==> src/rtl/periph_irq_pkg.sv <==
package periph_irq_pkg;

    localparam int unsigned ADDR_W = 4;
    localparam int unsigned DATA_W = 8;

    localparam logic [3:0] OFF_ENABLE_ONE = 4'h0;
    localparam logic [3:0] OFF_ENABLE_TWO = 4'h1;
    localparam logic [3:0] OFF_FLAGS_ONE  = 4'h2;
    localparam logic [3:0] OFF_FLAGS_TWO  = 4'h3;
    localparam logic [3:0] OFF_CORE_CTRL  = 4'h4;
    localparam logic [3:0] OFF_EVT_STATUS = 4'h5;
    localparam logic [3:0] OFF_EVT_ENABLE = 4'h6;
    localparam logic [3:0] OFF_EVT_CLEAR  = 4'h7;

    localparam int unsigned BIT_ROLLOVER       = 0;
    localparam int unsigned BIT_PERIOD_MATCH   = 1;
    localparam int unsigned BIT_SERIAL_EVENT   = 4;
    localparam int unsigned BIT_BUS_COLLISION  = 5;
    localparam int unsigned BIT_CONV_DONE      = 6;
    localparam int unsigned BIT_INPUT_LOCKOUT  = 1;
    localparam int unsigned BIT_OUT_OVER_VOLT  = 4;
    localparam int unsigned BIT_OUT_OVER_CURR  = 5;
    localparam int unsigned BIT_OUT_UNDER_VOLT = 7;
    localparam int unsigned BIT_GROUP_ENABLE   = 6;
    localparam int unsigned BIT_GLOBAL_ENABLE  = 7;

    localparam int unsigned EVT_GROUP_REQ      = 0;
    localparam int unsigned EVT_STACK_OVER     = 1;
    localparam int unsigned EVT_STACK_UNDER    = 2;
    localparam int unsigned EVT_LOCKOUT_CHANGE = 3;

    localparam logic [7:0] MASK_ONE       = 8'h73;
    localparam logic [7:0] MASK_TWO       = 8'hb2;
    localparam logic [7:0] MASK_ERR_FLAGS = 8'hb0;
    localparam logic [7:0] MASK_CORE_CTRL = 8'hc0;
    localparam logic [7:0] MASK_EVT       = 8'h0f;
    localparam logic [7:0] RESET_REG      = 8'h00;

    localparam int unsigned PC_W         = 13;
    localparam int unsigned STACK_DEPTH  = 8;
    localparam int unsigned BANK_W       = 2;
    localparam int unsigned DADDR_W      = 7;
    localparam logic [6:0]  COMMON_BASE  = 7'h70;

endpackage

==> src/rtl/level_sync.sv <==
`timescale 1ns/1ns
module level_sync #(
    parameter int unsigned WIDTH = 4
) (
    input  wire logic             MCLK,
    input  wire logic             RESET_N,
    input  wire logic [WIDTH-1:0] async_in,
    output logic      [WIDTH-1:0] stable_q
);
    logic [WIDTH-1:0] meta_q;
    logic [WIDTH-1:0] sync2_q;
    logic [WIDTH-1:0] sync3_q;

    always_ff @(posedge MCLK or negedge RESET_N) begin
        if (!RESET_N) begin
            meta_q  <= '0;
            sync2_q <= '0;
            sync3_q <= '0;
        end else begin
            meta_q  <= async_in;
            sync2_q <= meta_q;
            sync3_q <= sync2_q;
        end
    end

    // A bit moves only once two settled stages agree, which rejects single-cycle glitches.
    genvar i;
    generate
        for (i = 0; i < WIDTH; i++) begin : g_bit
            always_ff @(posedge MCLK or negedge RESET_N) begin
                if (!RESET_N) begin
                    stable_q[i] <= 1'b0;
                end else if (sync2_q[i] == sync3_q[i]) begin
                    stable_q[i] <= sync3_q[i];
                end
            end
        end
    endgenerate
endmodule

==> src/rtl/peripheral_interrupt_flags.sv <==
`timescale 1ns/1ns
// Overview of operation
// - Second enable register holds four output/input enables.
// - Unimplemented register bits read zero, ignore writes.
// - Flags set on events regardless of enables.
// - Peripheral requests need group enable bit set.
// - Conversion done flag at bit six.
// - Collision bit five, serial event bit four.
// - Period match flag holds until software clears.
// - Rollover flag holds until software clears.
// - Output error flags at bits seven, five, four.
// - Bit one shows live input supply low.
// - Interrupt entry pushes only return address.
// - Top sixteen data bytes common to banks.
// - First enable register aligns with flag bits.
module peripheral_interrupt_flags
    import periph_irq_pkg::*;
#(
    parameter int unsigned DEPTH = STACK_DEPTH
) (
    input  wire logic               MCLK,
    input  wire logic               RESET_N,
    input  wire logic [ADDR_W-1:0]  ADDR,
    input  wire logic [DATA_W-1:0]  WDATA,
    input  wire logic               WR,
    input  wire logic               RD,
    output logic      [DATA_W-1:0]  RDATA,
    input  wire logic               CONV_DONE,
    input  wire logic               BUS_COLLISION,
    input  wire logic               SERIAL_EVENT,
    input  wire logic               PERIOD_MATCH,
    input  wire logic               ROLLOVER,
    input  wire logic               OUT_UNDER_VOLTAGE,
    input  wire logic               OUT_OVER_CURRENT,
    input  wire logic               OUT_OVER_VOLTAGE,
    input  wire logic               INPUT_LOCKOUT,
    input  wire logic               IRQ_ENTRY,
    input  wire logic [PC_W-1:0]    ENTRY_PC,
    input  wire logic               IRQ_RETURN,
    output logic      [PC_W-1:0]    RETURN_PC,
    input  wire logic [BANK_W-1:0]  DMEM_BANK,
    input  wire logic [DADDR_W-1:0] DMEM_ADDR,
    output logic [BANK_W+DADDR_W-1:0] DMEM_PHYS,
    output logic                    PERIPH_REQ,
    output logic                    CORE_IRQ,
    output logic                    IRQ_OUT
);
    localparam int unsigned PTR_W = (DEPTH > 1) ? $clog2(DEPTH) : 1;
    localparam int unsigned CNT_W = $clog2(DEPTH + 1);
    localparam logic [CNT_W-1:0] CNT_FULL = CNT_W'(DEPTH);
    localparam logic [PTR_W-1:0] PTR_LAST = PTR_W'(DEPTH - 1);

    logic [7:0] enable_one_q;
    logic [7:0] enable_two_q;
    logic [7:0] flags_one_q;
    logic [7:0] flags_one_d;
    logic [7:0] flags_two_q;
    logic [7:0] flags_two_d;
    logic [7:0] core_ctrl_q;
    logic [7:0] evt_status_q;
    logic [7:0] evt_enable_q;
    logic [7:0] evt_set;
    logic [7:0] rdata_d;
    logic [7:0] events_one;
    logic [7:0] events_two;
    logic [3:0] analog_level;
    logic [3:0] analog_prev_q;
    logic       wr_enable_one;
    logic       wr_enable_two;
    logic       wr_flags_one;
    logic       wr_flags_two;
    logic       wr_core_ctrl;
    logic       wr_evt_enable;
    logic       wr_evt_clear;
    logic       request_d;
    logic       request_q;
    logic       push;
    logic       pop;
    logic [PC_W-1:0]  stack_mem [DEPTH];
    logic [PTR_W-1:0] ptr_q;
    logic [PTR_W-1:0] ptr_below;
    logic [CNT_W-1:0] count_q;
    logic [PC_W-1:0]  return_pc_q;
    logic [BANK_W+DADDR_W-1:0] dmem_phys_q;
    logic [7:0]       rdata_q;
    logic             periph_req_q;
    logic             core_irq_q;
    logic             irq_out_q;

    // Analog comparator outputs arrive from outside the clock domain.
    level_sync #(
        .WIDTH (4)
    ) u_sync (
        .MCLK     (MCLK),
        .RESET_N  (RESET_N),
        .async_in ({OUT_UNDER_VOLTAGE, OUT_OVER_CURRENT, OUT_OVER_VOLTAGE, INPUT_LOCKOUT}),
        .stable_q (analog_level)
    );

    always_ff @(posedge MCLK or negedge RESET_N) begin
        if (!RESET_N) begin
            analog_prev_q <= 4'h0;
        end else begin
            analog_prev_q <= analog_level;
        end
    end

    assign wr_enable_one = WR && (ADDR == OFF_ENABLE_ONE);
    assign wr_enable_two = WR && (ADDR == OFF_ENABLE_TWO);
    assign wr_flags_one  = WR && (ADDR == OFF_FLAGS_ONE);
    assign wr_flags_two  = WR && (ADDR == OFF_FLAGS_TWO);
    assign wr_core_ctrl  = WR && (ADDR == OFF_CORE_CTRL);
    assign wr_evt_enable = WR && (ADDR == OFF_EVT_ENABLE);
    assign wr_evt_clear  = WR && (ADDR == OFF_EVT_CLEAR);

    // Event vectors placed at their flag positions so enables line up bit for bit.
    always_comb begin
        events_one = 8'h00;
        events_one[BIT_CONV_DONE]     = CONV_DONE;
        events_one[BIT_BUS_COLLISION] = BUS_COLLISION;
        events_one[BIT_SERIAL_EVENT]  = SERIAL_EVENT;
        events_one[BIT_PERIOD_MATCH]  = PERIOD_MATCH;
        events_one[BIT_ROLLOVER]      = ROLLOVER;
    end

    // Output errors are caught on the rising edge of the settled comparator level.
    always_comb begin
        events_two = 8'h00;
        events_two[BIT_OUT_UNDER_VOLT] = analog_level[3] && !analog_prev_q[3];
        events_two[BIT_OUT_OVER_CURR]  = analog_level[2] && !analog_prev_q[2];
        events_two[BIT_OUT_OVER_VOLT]  = analog_level[1] && !analog_prev_q[1];
    end

    always_ff @(posedge MCLK or negedge RESET_N) begin
        if (!RESET_N) begin
            enable_one_q <= RESET_REG;
        end else if (wr_enable_one) begin
            enable_one_q <= WDATA & MASK_ONE;
        end
    end

    always_ff @(posedge MCLK or negedge RESET_N) begin
        if (!RESET_N) begin
            enable_two_q <= RESET_REG;
        end else if (wr_enable_two) begin
            enable_two_q <= WDATA & MASK_TWO;
        end
    end

    // Software may write any implemented flag; a same-cycle event still sets it.
    always_comb begin
        flags_one_d = flags_one_q;
        if (wr_flags_one) begin
            flags_one_d = WDATA & MASK_ONE;
        end
        flags_one_d = flags_one_d | (events_one & MASK_ONE);
    end

    always_ff @(posedge MCLK or negedge RESET_N) begin
        if (!RESET_N) begin
            flags_one_q <= RESET_REG;
        end else begin
            flags_one_q <= flags_one_d;
        end
    end

    // The supply status bit is a live level, so writes to it have no effect.
    always_comb begin
        flags_two_d = flags_two_q & MASK_ERR_FLAGS;
        if (wr_flags_two) begin
            flags_two_d = WDATA & MASK_ERR_FLAGS;
        end
        flags_two_d = flags_two_d | (events_two & MASK_ERR_FLAGS);
        flags_two_d[BIT_INPUT_LOCKOUT] = analog_level[0];
    end

    always_ff @(posedge MCLK or negedge RESET_N) begin
        if (!RESET_N) begin
            flags_two_q <= RESET_REG;
        end else begin
            flags_two_q <= flags_two_d;
        end
    end

    always_ff @(posedge MCLK or negedge RESET_N) begin
        if (!RESET_N) begin
            core_ctrl_q <= RESET_REG;
        end else if (wr_core_ctrl) begin
            core_ctrl_q <= WDATA & MASK_CORE_CTRL;
        end
    end

    // Enabling a source with a stale flag pending raises the request at once.
    assign request_d = |((flags_one_q & enable_one_q) | (flags_two_q & enable_two_q));

    always_ff @(posedge MCLK or negedge RESET_N) begin
        if (!RESET_N) begin
            request_q    <= 1'b0;
            periph_req_q <= 1'b0;
            core_irq_q   <= 1'b0;
        end else begin
            request_q    <= request_d;
            periph_req_q <= request_d && core_ctrl_q[BIT_GROUP_ENABLE];
            core_irq_q   <= request_d && core_ctrl_q[BIT_GROUP_ENABLE]
                            && core_ctrl_q[BIT_GLOBAL_ENABLE];
        end
    end

    // A push and a pop in the same cycle resolve as a push; the pop is dropped.
    assign push      = IRQ_ENTRY;
    assign pop       = IRQ_RETURN && !IRQ_ENTRY;
    assign ptr_below = ptr_q - PTR_W'(1);

    // Only the return address is saved; working and status registers stay with software.
    always_ff @(posedge MCLK) begin
        if (push) begin
            stack_mem[ptr_q] <= ENTRY_PC;
        end
    end

    // The stack wraps like a ring, so an overflow overwrites the oldest entry.
    always_ff @(posedge MCLK or negedge RESET_N) begin
        if (!RESET_N) begin
            ptr_q   <= '0;
            count_q <= '0;
        end else if (push) begin
            ptr_q   <= (ptr_q == PTR_LAST) ? '0 : ptr_q + PTR_W'(1);
            if (count_q != CNT_FULL) begin
                count_q <= count_q + CNT_W'(1);
            end
        end else if (pop) begin
            ptr_q   <= (ptr_q == '0) ? PTR_LAST : ptr_below;
            if (count_q != '0) begin
                count_q <= count_q - CNT_W'(1);
            end
        end
    end

    always_ff @(posedge MCLK or negedge RESET_N) begin
        if (!RESET_N) begin
            return_pc_q <= '0;
        end else if (pop) begin
            return_pc_q <= stack_mem[(ptr_q == '0) ? PTR_LAST : ptr_below];
        end
    end

    // The top sixteen locations of each bank fold onto bank zero's copy.
    always_ff @(posedge MCLK or negedge RESET_N) begin
        if (!RESET_N) begin
            dmem_phys_q <= '0;
        end else if (DMEM_ADDR >= COMMON_BASE) begin
            dmem_phys_q <= {{BANK_W{1'b0}}, DMEM_ADDR};
        end else begin
            dmem_phys_q <= {DMEM_BANK, DMEM_ADDR};
        end
    end

    always_comb begin
        evt_set = 8'h00;
        evt_set[EVT_GROUP_REQ]      = request_d && !request_q;
        evt_set[EVT_STACK_OVER]     = push && (count_q == CNT_FULL);
        evt_set[EVT_STACK_UNDER]    = IRQ_RETURN && !IRQ_ENTRY && (count_q == '0);
        evt_set[EVT_LOCKOUT_CHANGE] = analog_level[0] != analog_prev_q[0];
    end

    // Clear is write-one-to-clear; a new event in the same cycle wins.
    always_ff @(posedge MCLK or negedge RESET_N) begin
        if (!RESET_N) begin
            evt_status_q <= RESET_REG;
        end else if (wr_evt_clear) begin
            evt_status_q <= ((evt_status_q & ~WDATA) | evt_set) & MASK_EVT;
        end else begin
            evt_status_q <= (evt_status_q | evt_set) & MASK_EVT;
        end
    end

    always_ff @(posedge MCLK or negedge RESET_N) begin
        if (!RESET_N) begin
            evt_enable_q <= RESET_REG;
        end else if (wr_evt_enable) begin
            evt_enable_q <= WDATA & MASK_EVT;
        end
    end

    always_ff @(posedge MCLK or negedge RESET_N) begin
        if (!RESET_N) begin
            irq_out_q <= 1'b0;
        end else begin
            irq_out_q <= |(evt_status_q & evt_enable_q);
        end
    end

    // Unmapped addresses and the write-only clear register read as zero.
    always_comb begin
        rdata_d = 8'h00;
        unique case (ADDR)
            OFF_ENABLE_ONE: rdata_d = enable_one_q;
            OFF_ENABLE_TWO: rdata_d = enable_two_q;
            OFF_FLAGS_ONE:  rdata_d = flags_one_q;
            OFF_FLAGS_TWO:  rdata_d = flags_two_q;
            OFF_CORE_CTRL:  rdata_d = core_ctrl_q;
            OFF_EVT_STATUS: rdata_d = evt_status_q;
            OFF_EVT_ENABLE: rdata_d = evt_enable_q;
            default:        rdata_d = 8'h00;
        endcase
    end

    always_ff @(posedge MCLK or negedge RESET_N) begin
        if (!RESET_N) begin
            rdata_q <= 8'h00;
        end else if (RD) begin
            rdata_q <= rdata_d;
        end else begin
            rdata_q <= 8'h00;
        end
    end

    assign RDATA      = rdata_q;
    assign RETURN_PC  = return_pc_q;
    assign DMEM_PHYS  = dmem_phys_q;
    assign PERIPH_REQ = periph_req_q;
    assign CORE_IRQ   = core_irq_q;
    assign IRQ_OUT    = irq_out_q;
endmodule

==> config.mk <==
export PLATFORM = sky130hd
export DESIGN_NAME = peripheral_interrupt_flags
export DESIGN_NICKNAME = d
export VERILOG_FILES = /design/src/rtl/periph_irq_pkg.sv /design/src/rtl/level_sync.sv /design/src/rtl/peripheral_interrupt_flags.sv
export SDC_FILE = /design/constraint.sdc
export NUM_CORES = 1
export LEC_CHECK = 0
export ABC_AREA = 1
export BUFFER_PORTS_ARGS = -buffer_cell sky130_fd_sc_hd__buf_4
export CORE_ASPECT_RATIO = 2
export CORE_MARGIN = 2
export CORE_UTILIZATION = 35
export CTS_CLUSTER_SIZE = 10
export DETAILED_ROUTE_END_ITERATION = 10
export SLEW_MARGIN = 40
export SYNTH_ARGS = -nofsm -noshare
export SYNTH_HDL_FRONTEND = slang
export SYNTH_SLANG_ARGS = --single-unit
==> constraint.sdc <==
create_clock -name MCLK -period 4.5 [get_ports MCLK]
set_clock_uncertainty 0.2 [all_clocks]
set_input_delay 0.9 -clock MCLK [delete_from_list [all_inputs] [get_ports MCLK]]
set_output_delay 0.9 -clock MCLK [all_outputs]
set_load 0.01 [all_outputs]
* After elaboration in Yosys (flattened, before gate mapping)
Memory sizes are Yosys's and may differ from the RTL's. A register that Yosys moved wholly into a read port is not among the register bits.
Cells that the tools add are included.
** Cells by class
- Add/sub/neg operators :: 4
- Magnitude comparators :: 1
- Equal/unequal tests :: 16
- Muxes and demuxes :: 16
- Bitwise logic cells :: 10
- Reductions and logical operators :: 31
** Operators by type and width (number)
- $pmux W8 S7 :: 1
- $mux W8 :: 3
- $mux W4 :: 5
- $eq A4 B3 Y1 const B :: 4
- $logic_and A1 B1 Y1 :: 16
- $or A8 B8 Y8 :: 2
- $reduce_or A8 Y1 :: 2
- $mux W3 :: 4
- $mux W9 :: 1
- $and A4 B4 Y4 :: 2
- $and A8 B7 Y8 :: 1
- $and A8 B8 Y8 :: 1
- $eq A4 B2 Y1 const B :: 2
- $logic_not A4 Y1 :: 2
- $or A4 B4 Y4 :: 2
- $or A8 B7 Y8 :: 1
- $ge A7 B7 Y1 const B :: 1
- $logic_not A1 Y1 :: 6
- $add A4 B1 Y4 const B :: 1
- $eq A1 B1 Y1 :: 4
- $eq A4 B1 Y1 const B :: 1
- $eq A4 B4 Y1 const B :: 1
- $ne A4 B4 Y1 const B :: 1
- $not A4 Y4 :: 1
- 11 further kinds :: 13
** Storage, ports and cells
- Flip-flop bits (word level) :: 83
- RAM bits :: 104
- Bits of input ports :: 49
- Output and inout port bits :: 33
- Logic and storage cells :: 102
- Memories :: 1
** Memories
- stack_mem :: depth 8, bits a word 13, read ports 1, clocked after memory_dff 1, wr ports 1, line peripheral_interrupt_flags.sv:79 : logic [PC_W-1:0] stack_mem [DEPTH];

* Longest topological paths before layout
Gate-level depths: netlist (run 1).
- Word-level depth :: 6
- Gate-level depth with buffers :: 13
- Gate-level depth less buffers :: 10

* By module
Synthesis (run 1) repeated with hierarchy kept, for this count alone.
** Second synthesis, totals
- Cell total of the unflattened synthesis :: 809
- Area, all modules :: 8086.5 µm²
** By module, submodules not included
- peripheral_interrupt_flags :: times used 1, cells each 777, area each 7621.1 µm², sequential area each 4924.7 µm²
- level_sync :: times used 1, cells each 32, area each 465.4 µm², sequential area each 400.4 µm²

* Worst setup path after synthesis (run 1)
Ideal clock, no wire load.
- Path type :: input port to flip-flop
- Start point :: input port IRQ_ENTRY
- End point :: memory stack_mem[2][0] (enable)
- Library setup time :: 382 ps
- Arrival :: 1702 ps
- Path slack :: 2215 ps
- Cell stages on the path :: 4
- Path buffers :: 0
- Cells stage by stage :: inv_2 -> nor2_1 -> inv_1 -> nor2_1
** Between the ends
- Word-level cells in the longest chain between the ends :: 2
** Ends and longest elaborated chain
- start: declaration :: line peripheral_interrupt_flags.sv:37 : input wire logic IRQ_ENTRY,
- $mux W1 :: line peripheral_interrupt_flags.sv:216 : if (push) begin
- $mux W1 (implied by the code) :: line peripheral_interrupt_flags.sv:217 : stack_mem[ptr_q] <= ENTRY_PC;
- end: declaration :: line peripheral_interrupt_flags.sv:79
No other way between the ends.

* Worst setup path after layout (run 1)
- Start point :: register ptr_q[0]
- End point :: register return_pc_q[9] (netlist: RETURN_PC[9]), read port of stack_mem
** Between the ends
- Word-level cells in the longest chain between the ends :: 2
- Elaborated cells on any way between the ends :: 3
- Those cells by class :: 1 x add/sub; 1 x mux; 1 x reduce/logical
** Ends and longest elaborated chain
- start: declaration :: line peripheral_interrupt_flags.sv:80 : logic [PTR_W-1:0] ptr_q;
- start signal: assignment :: line peripheral_interrupt_flags.sv:227 : ptr_q <= (ptr_q == PTR_LAST) ? '0 : ptr_q + PTR_W'(1);
- start signal: assignment :: line peripheral_interrupt_flags.sv:232 : ptr_q <= (ptr_q == '0) ? PTR_LAST : ptr_below;
- $sub A3 B1 Y3 or $logic_not A3 Y1 (tied branches) :: line peripheral_interrupt_flags.sv:212, peripheral_interrupt_flags.sv:243
- $mux W3 (*) :: line peripheral_interrupt_flags.sv:243 : return_pc_q <= stack_mem[(ptr_q == '0) ? PTR_LAST : ptr_below];
- end: declaration :: line peripheral_interrupt_flags.sv:83 : logic [PC_W-1:0] return_pc_q;
Every way passes the cells marked *; elsewhere a longest branch is shown, timed or not.
A chain may end at the register's enable or synchronous reset.

==> impl_metrics.py, run 1 <==
metrics = {
    "worst_setup_path": {
        "cp_cell_sequence": "inv_1 > ha_1 > ha_1 > inv_2 > nand2_2 > inv_1 > nand3_1 > nand2_1 > nand2_1 > nand3_1",
        "reg2reg_setup_slack_ns": 1.12,
        "crit_path_start_kind": "register",
        "required_ns": 4.68,
        "crit_family": "buffers and inverters",
        "worstPathArrival_ns": 3.56,
        "worstPathMaxFanout": 40,
        "crit_buf_inv": 3,
        "critPathKind": "register to register",
        "worst_setup_path_end_kind": "register",
        "cpPeakStageDelay_ns": 0.61,
        "slowest_stage": "nand2_2",
    },
    "clock_network": {
        "numCtsBuffers": 17,
        "cts_sinks": 192,
        "cts_resized": 0,
        "hold_buffers": 0,
        "htreeDepth": 4,
        "postCtsSetupBuffers": 0,
        "root_buffer": "clkbuf_16",
        "cts_tree": "built",
        "insertion_delay_ns": 0.44,
        "clk_path_buf_depth": 2,
        "clk_pin_slew_ns": 0.07,
    },
    "power": {
        "finalPower_uw": 5423,
        "power_leakage_uw": 0.004425,
        "power.density_mw_per_mm2": 567.6,
        "irDropWorstVdd_v": 0.0003012,
    },
    "die": {
        "design.core.area_mm2": 0.02274,
        "die-height_um": 219.0,
        "die_w_um": 111.5,
        "io_pins": 82,
        "rows": 78,
        "design.die.area_mm2": 0.02443,
        "start_util": 0.3559,
    },
    "place": {
        "hpwl_um": 15760,
        "port_buffers": 81,
        "gp_congestion": 0.8749,
        "place_area_mm2": 0.008980,
    },
    "sta": {
        "worst_pin_slew_ns": 0.8063,
        "fin_crit_sh": 0.7502,
        "period_needed_ns": 3.376,
        "rsz0062_at_grt": "no",
        "relSlewSlack": 0.4619,
        "hold_ws_ns": 0.1545,
        "setup_viol": 0,
        "fmax_mhz": 296.2,
        "tns_ns": 0,
        "finalHoldViolCount": 0,
        "slew_violations": 0,
    },
    "cells_and_area": {
        "n_fill_cell": 2246,
        "seqCellArea_mm2": 0.005325,
        "final_area_mm2": 0.009554,
        "drive_above_1_share": 0.1592,
        "multi_input_area_mm2": 0.002240,
        "finalNetCount": 942,
        "layout_common_cells": "242 x nand2_1, 114 x inv_1, 104 x edfxtp_1",
        "syn2layout_area_growth_pct": 18.06,
        "diodes": 0,
        "fin_util": 0.4202,
        "layout_commonest_cell": "nand2_1",
    },
    "global_route": {
        "grt_pass1_vias": 5881,
        "grt_pass1_wl_um": 32820,
        "grtUsageTotal": 0.1824,
        "grt_max_degree": 71,
        "grt.overflow.total": 0,
        "antenna_found_initial": 0,
    },
    "synth": {
        "avgSynthCellArea_um2": 10.04,
        "syn_inst": 806,
        "synth_nets": 862,
        "synth_area_mm2": 0.008093,
        "ys_warn_count": 0,
        "ys_seq_elements": 192,
        "synth_cell_types": 30,
        "yosysSeqAreaShare": 0.6580,
    },
    "outcome": {
        "status": "finished clean",
    },
    "min_path": {
        "hold_class": "register to register",
    },
    "route": {
        "drcViolationCount": 0,
        "postRouteAntennaNets": 0,
        "vias": 5703,
        "dr.first_iter.drc_count": 472,
        "drt_wl_total_um": 21400,
        "firstDrtPassIters": 5,
        "vias_per_cell": 4.841,
        "routedWlPerCell_um": 18.16,
    },
    "job": {
        "maxCapViolCount": 0,
    },
}
-- synth_stat cells --
cell type / instances / area share
a21boi_0: 1 / 0.00093
a21oi_1: 7 / 0.0043
and3_1: 1 / 0.00077
buf_2: 12 / 0.0074
buf_4: 6 / 0.0056
clkbuf_1: 4 / 0.0019
dfrtp_1: 88 / 0.27
edfxtp_1: 104 / 0.39
fa_1: 1 / 0.0025
ha_1: 6 / 0.0093
inv_1: 114 / 0.053
inv_2: 4 / 0.0019
maj3_1: 4 / 0.0049
nand2_1: 242 / 0.11
nand2_2: 7 / 0.0054
nand3_1: 89 / 0.055
nand3_2: 1 / 0.0012
nand3b_1: 18 / 0.017
nand4_1: 2 / 0.0015
nor2_1: 56 / 0.026
nor2_2: 6 / 0.0046
nor2_4: 4 / 0.0056
o2111ai_1: 1 / 0.0011
o211ai_1: 3 / 0.0028
o21ai_0: 14 / 0.0087
o21ai_1: 6 / 0.0037
o221ai_1: 2 / 0.0022
or2_2: 1 / 0.00077
xnor2_1: 1 / 0.0011
xor2_1: 1 / 0.0011
-- power by group --
group | internal (uW) | total (uW) | leakage [uW] | switching [uW]
clock | 818 | 1490 | 0.000270 | 673
combinational | 518 | 1620 | 0.00217 | 1100
sequential | 2140 | 2310 | 0.00199 | 169
total | 3480 | 5420 | 0.00443 | 1950
-- worst paths after layout --
| kind | end | cells after the start | from |
|---|---|---|---|
| worst max-delay path | RETURN_PC[9] | 10 | ptr_q[0] |
| worst min-delay path | u_sync.sync2_q[2] | 0 | u_sync.meta_q[2] |
| worst max register to register | RETURN_PC[9] | 10 | ptr_q[0] |
| worst min register to register | u_sync.sync2_q[2] | 0 | u_sync.meta_q[2] |
| max in group asynchronous | RDATA[5] | 2 | RESET_N |
| min in group asynchronous | RDATA[2] | 1 | RESET_N |
-- stage by stage --
step                      std cells  setup slack [ns]
after floorplan                 806             2.215
after global placement         1147             1.177
after detailed placement       1147             1.149
after CTS                      1178             1.132
after global routing           1178            0.8153
final                          1178             1.124
-- sequential cells by signal, indices dropped and copies added, names as in the netlist, 4 cells and up --
name             count
flags_one_q          5
u_sync.sync3_q       4
u_sync.meta_q        4
analog_prev_q        4
evt_status_q         4
RETURN_PC           13
evt_enable_q         4
RDATA                8
enable_one_q         5
stack_mem          104
u_sync.stable_q      4
enable_two_q         4
DMEM_PHYS            9
count_q              4
u_sync.sync2_q       4
-- layout make-up --
type                    count  share of cell area
multi-input cells         474              0.2344
repair buffers             83             0.06561
clock buffers              19             0.04531
clock inverters            12             0.01427
well taps                 280             0.03667
flip-flops and latches    192              0.5574
inverters                 118             0.04636
-- metal layers --
layer	GRT usage	vias to the layer above	wire length, um
li1	-	2735	-
met1	0.1691	2723	7055
met2	0.3486	179	11930
met3	0.03314	66	806
met4	0.1346	0	1599
met5	0	-	0
-- kinds of logic (layout without fill, tap and decap cells) --
family / Yosys count / after routing / synth area share
fa+ha+maj: 11 / 11 / 0.01670
xor+xnor: 2 / 2 / 0.002165
flops: 192 / 192 / 0.6580
compound gates: 34 / 34 / 0.02366
simple gates: 427 / 427 / 0.2299
buf+inv: 140 / 232 / 0.06957
(Power assumes the default switching activity.)
==> run 2: changes to the inputs <==
clock period = 2.9 ns   (was 4.5 ns; I/O delays follow)
==> run 2 against run 1 <==
Cell count grew 1.2%. Clock power grew 53%. Core utilization grew 0.41 points. Global-route usage shrank 1.9 points. Combinational power grew 53%. Sequential share of layout area shrank 0.53 points. Final area grew 0.97%. Critical path depth grew 1. Register-to-register slack lost 0.43 ns. Setup slack lost 0.43 ns. Largest power group unchanged. Highest routed layer unchanged. Total power grew 53%. Critical endpoint is now RETURN_PC[0]. Clock-buffer cell count grew 3.
==> impl_metrics.py, run 2 (same netlist as run 1, synthesis figures left out) <==
metrics = {
    "outcome": {
        "status": "finished clean",
    },
    "sta": {
        "fmax_mhz": 453.0,
        "finalHoldViolCount": 0,
        "layout_setup_ws_ns": 0.6926,
        "tns_ns": 0,
        "fin_crit_sh": 0.7612,
        "slew_violations": 0,
        "rsz0062_at_grt": "no",
        "worst_pin_slew_ns": 0.7776,
        "setup_viol": 0,
        "relSlewSlack": 0.4811,
        "period_needed_ns": 2.207,
    },
    "job": {
        "maxCapViolCount": 0,
    },
    "die": {
        "die_w_um": 111.5,
        "rows": 78,
        "io_pins": 82,
        "start_util": 0.3559,
        "die-height_um": 219.0,
        "design.die.area_mm2": 0.02443,
        "design.core.area_mm2": 0.02274,
    },
    "worst_setup_path": {
        "crit_buf_inv": 3,
        "crit_family": "simple AND/OR/NAND/NOR gates",
        "worstPathArrival_ns": 2.38,
        "slowest_stage": "dfrtp_1",
        "reg2reg_setup_slack_ns": 0.69,
        "required_ns": 3.07,
        "cpPeakStageDelay_ns": 0.39,
        "crit_path_start_kind": "register",
        "critPathKind": "register to register",
        "worstPathMaxFanout": 36,
        "cp_cell_sequence": "inv_1 > ha_1 > ha_1 > inv_2 > nand2_2 > buf_12 > nand2_1 > nand3_1 > nand2_1 > nand2_1 > nand3_1",
        "crit_top_cell": "nand2_1",
        "worst_setup_path_end_kind": "register",
    },
    "global_route": {
        "grt_pass1_vias": 5663,
        "antenna_found_initial": 1,
        "grt.overflow.total": 0,
        "grtUsageTotal": 0.1637,
        "grt_max_degree": 46,
        "grt_pass1_wl_um": 29880,
    },
    "cells_and_area": {
        "syn2layout_area_growth_pct": 19.20,
        "layout_common_cells": "242 x nand2_1, 114 x inv_1, 104 x edfxtp_1",
        "layout_commonest_cell": "nand2_1",
        "drive_above_1_share": 0.1614,
        "finalNetCount": 955,
        "top_register": "stack_mem",
        "largest_register_ffs": 104,
        "final_area_mm2": 0.009647,
    },
    "route": {
        "vias": 5563,
        "top_layer": "met4",
        "routedWlPerCell_um": 16.15,
        "wl_met1_um": 6611,
        "dr.first_iter.drc_count": 366,
        "postRouteAntennaNets": 0,
        "wl_met3_um": 653,
        "routed-wl-met2_um": 11420,
        "firstDrtPassIters": 6,
        "drcViolationCount": 0,
        "vias_per_cell": 4.667,
        "drt_wl_total_um": 19260,
    },
    "clock_network": {
        "numCtsBuffers": 17,
        "insertion_delay_ns": 0.43,
        "cts_sinks": 192,
        "clk_path_buf_depth": 2,
        "cts_tree": "built",
        "clk_pin_slew_ns": 0.07,
        "cts_resized": 0,
        "htreeDepth": 4,
        "root_buffer": "clkbuf_16",
    },
    "min_path": {
        "hold_class": "primary input to register",
    },
    "place": {
        "port_buffers": 81,
        "place_area_mm2": 0.009061,
        "hpwl_um": 13380,
        "gp_congestion": 0.8241,
        "dp_slack_ns": 0.4226,
    },
    "power": {
        "swShare": 0.3439,
        "irDropWorstVdd_v": 0.0006321,
        "power.internal_uw": 5452,
        "netSwitchingPower_uw": 2858,
        "p_clk_frac": 0.274,
        "seq_power_share": 0.428,
        "power_leakage_uw": 0.004508,
        "p_comb_frac": 0.298,
        "power.density_mw_per_mm2": 861.5,
    },
}
run 2: changes by cell type in the layout (fill, tap and decap cells not counted), moves of 2 or more:
cell and change:
buf_4 +11, nor2_1 +8, nor2_2 -6, clkbuf_8 +3, clkinvlp_4 -3, buf_12 +2
clkinv_2 -2, nor2_4 -2
run 2: area by class of cell:
class                           count  area [um2]
Fill cell                        2165       13090
Sequential cell                   192        5325
Inverter                          118       442.9
Timing Repair Buffer               96       748.2
Clock inverter                      9       98.84
Antenna cell                        1       2.502
Tap cell                          280       350.3
Multi-Input combinational cell    474        2205
Clock buffer                       22       474.2
run 2: power by group through the flow:
stage,registers (uW),clock network (uW),logic [uW]
after floorplan,3580,0,1660
after global placement,3600,0,2480
after detailed placement,3610,0,2510
after CTS,3560,2340,2520
after global routing,3600,2450,2790
final,3560,2280,2480
run 2: path summary, 6_finish.rpt:
| check | start | to | cells past startpoint |
|---|---|---|---|
| worst max-delay path | ptr_q[1] | RETURN_PC[0] | 11 |
| worst min-delay path | DMEM_ADDR[0] | DMEM_PHYS[0] | 1 |
| worst max register to register | ptr_q[1] | RETURN_PC[0] | 11 |
| worst min register to register | u_sync.meta_q[0] | u_sync.sync2_q[0] | 0 |
| max in group asynchronous | RESET_N | enable_one_q[4] | 3 |
| min in group asynchronous | RESET_N | RDATA[3] | 2 |
run 2: through the flow:
stage | total power, uW | utilization | cells | hold slack [ns]
2_1_floorplan | 5246 | - | 806 | 0.08441
3_3_place_gp | 6079 | 0.3985 | 1159 | 0.1382
3_5_place_dp | 6115 | 0.3985 | 1159 | 0.1371
4_1_cts | 8413 | 0.4241 | 1191 | 0.02055
5_1_grt | 8841 | 0.4242 | 1192 | 0.02206
6_report | 8311 | 0.4242 | 1192 | 0.04870
run 2: timing repair:
| item | 4_1_cts | 5_1_grt |
|---|---|---|
| buffers inserted | 0 | 0 |
| hold endpoints to repair | 44 | 0 |
| hold buffers | 1 | 0 |
run 2: worst register-to-register path, stage by stage (launching register included):
cell	delay [ns]
dfrtp_1	0.39
inv_1	0.10
ha_1	0.19
ha_1	0.18
inv_2	0.12
nand2_2	0.27
buf_12	0.30
nand2_1	0.08
nand3_1	0.06
nand2_1	0.10
nand2_1	0.05
nand3_1	0.10
run 2: per-layer routing:
layer  GRT usage  vias to the layer above
met5           0                        -
met4     0.07407                        0
met3     0.03535                       32
met2      0.3315                      109
met1      0.1522                     2663
li1            -                     2759
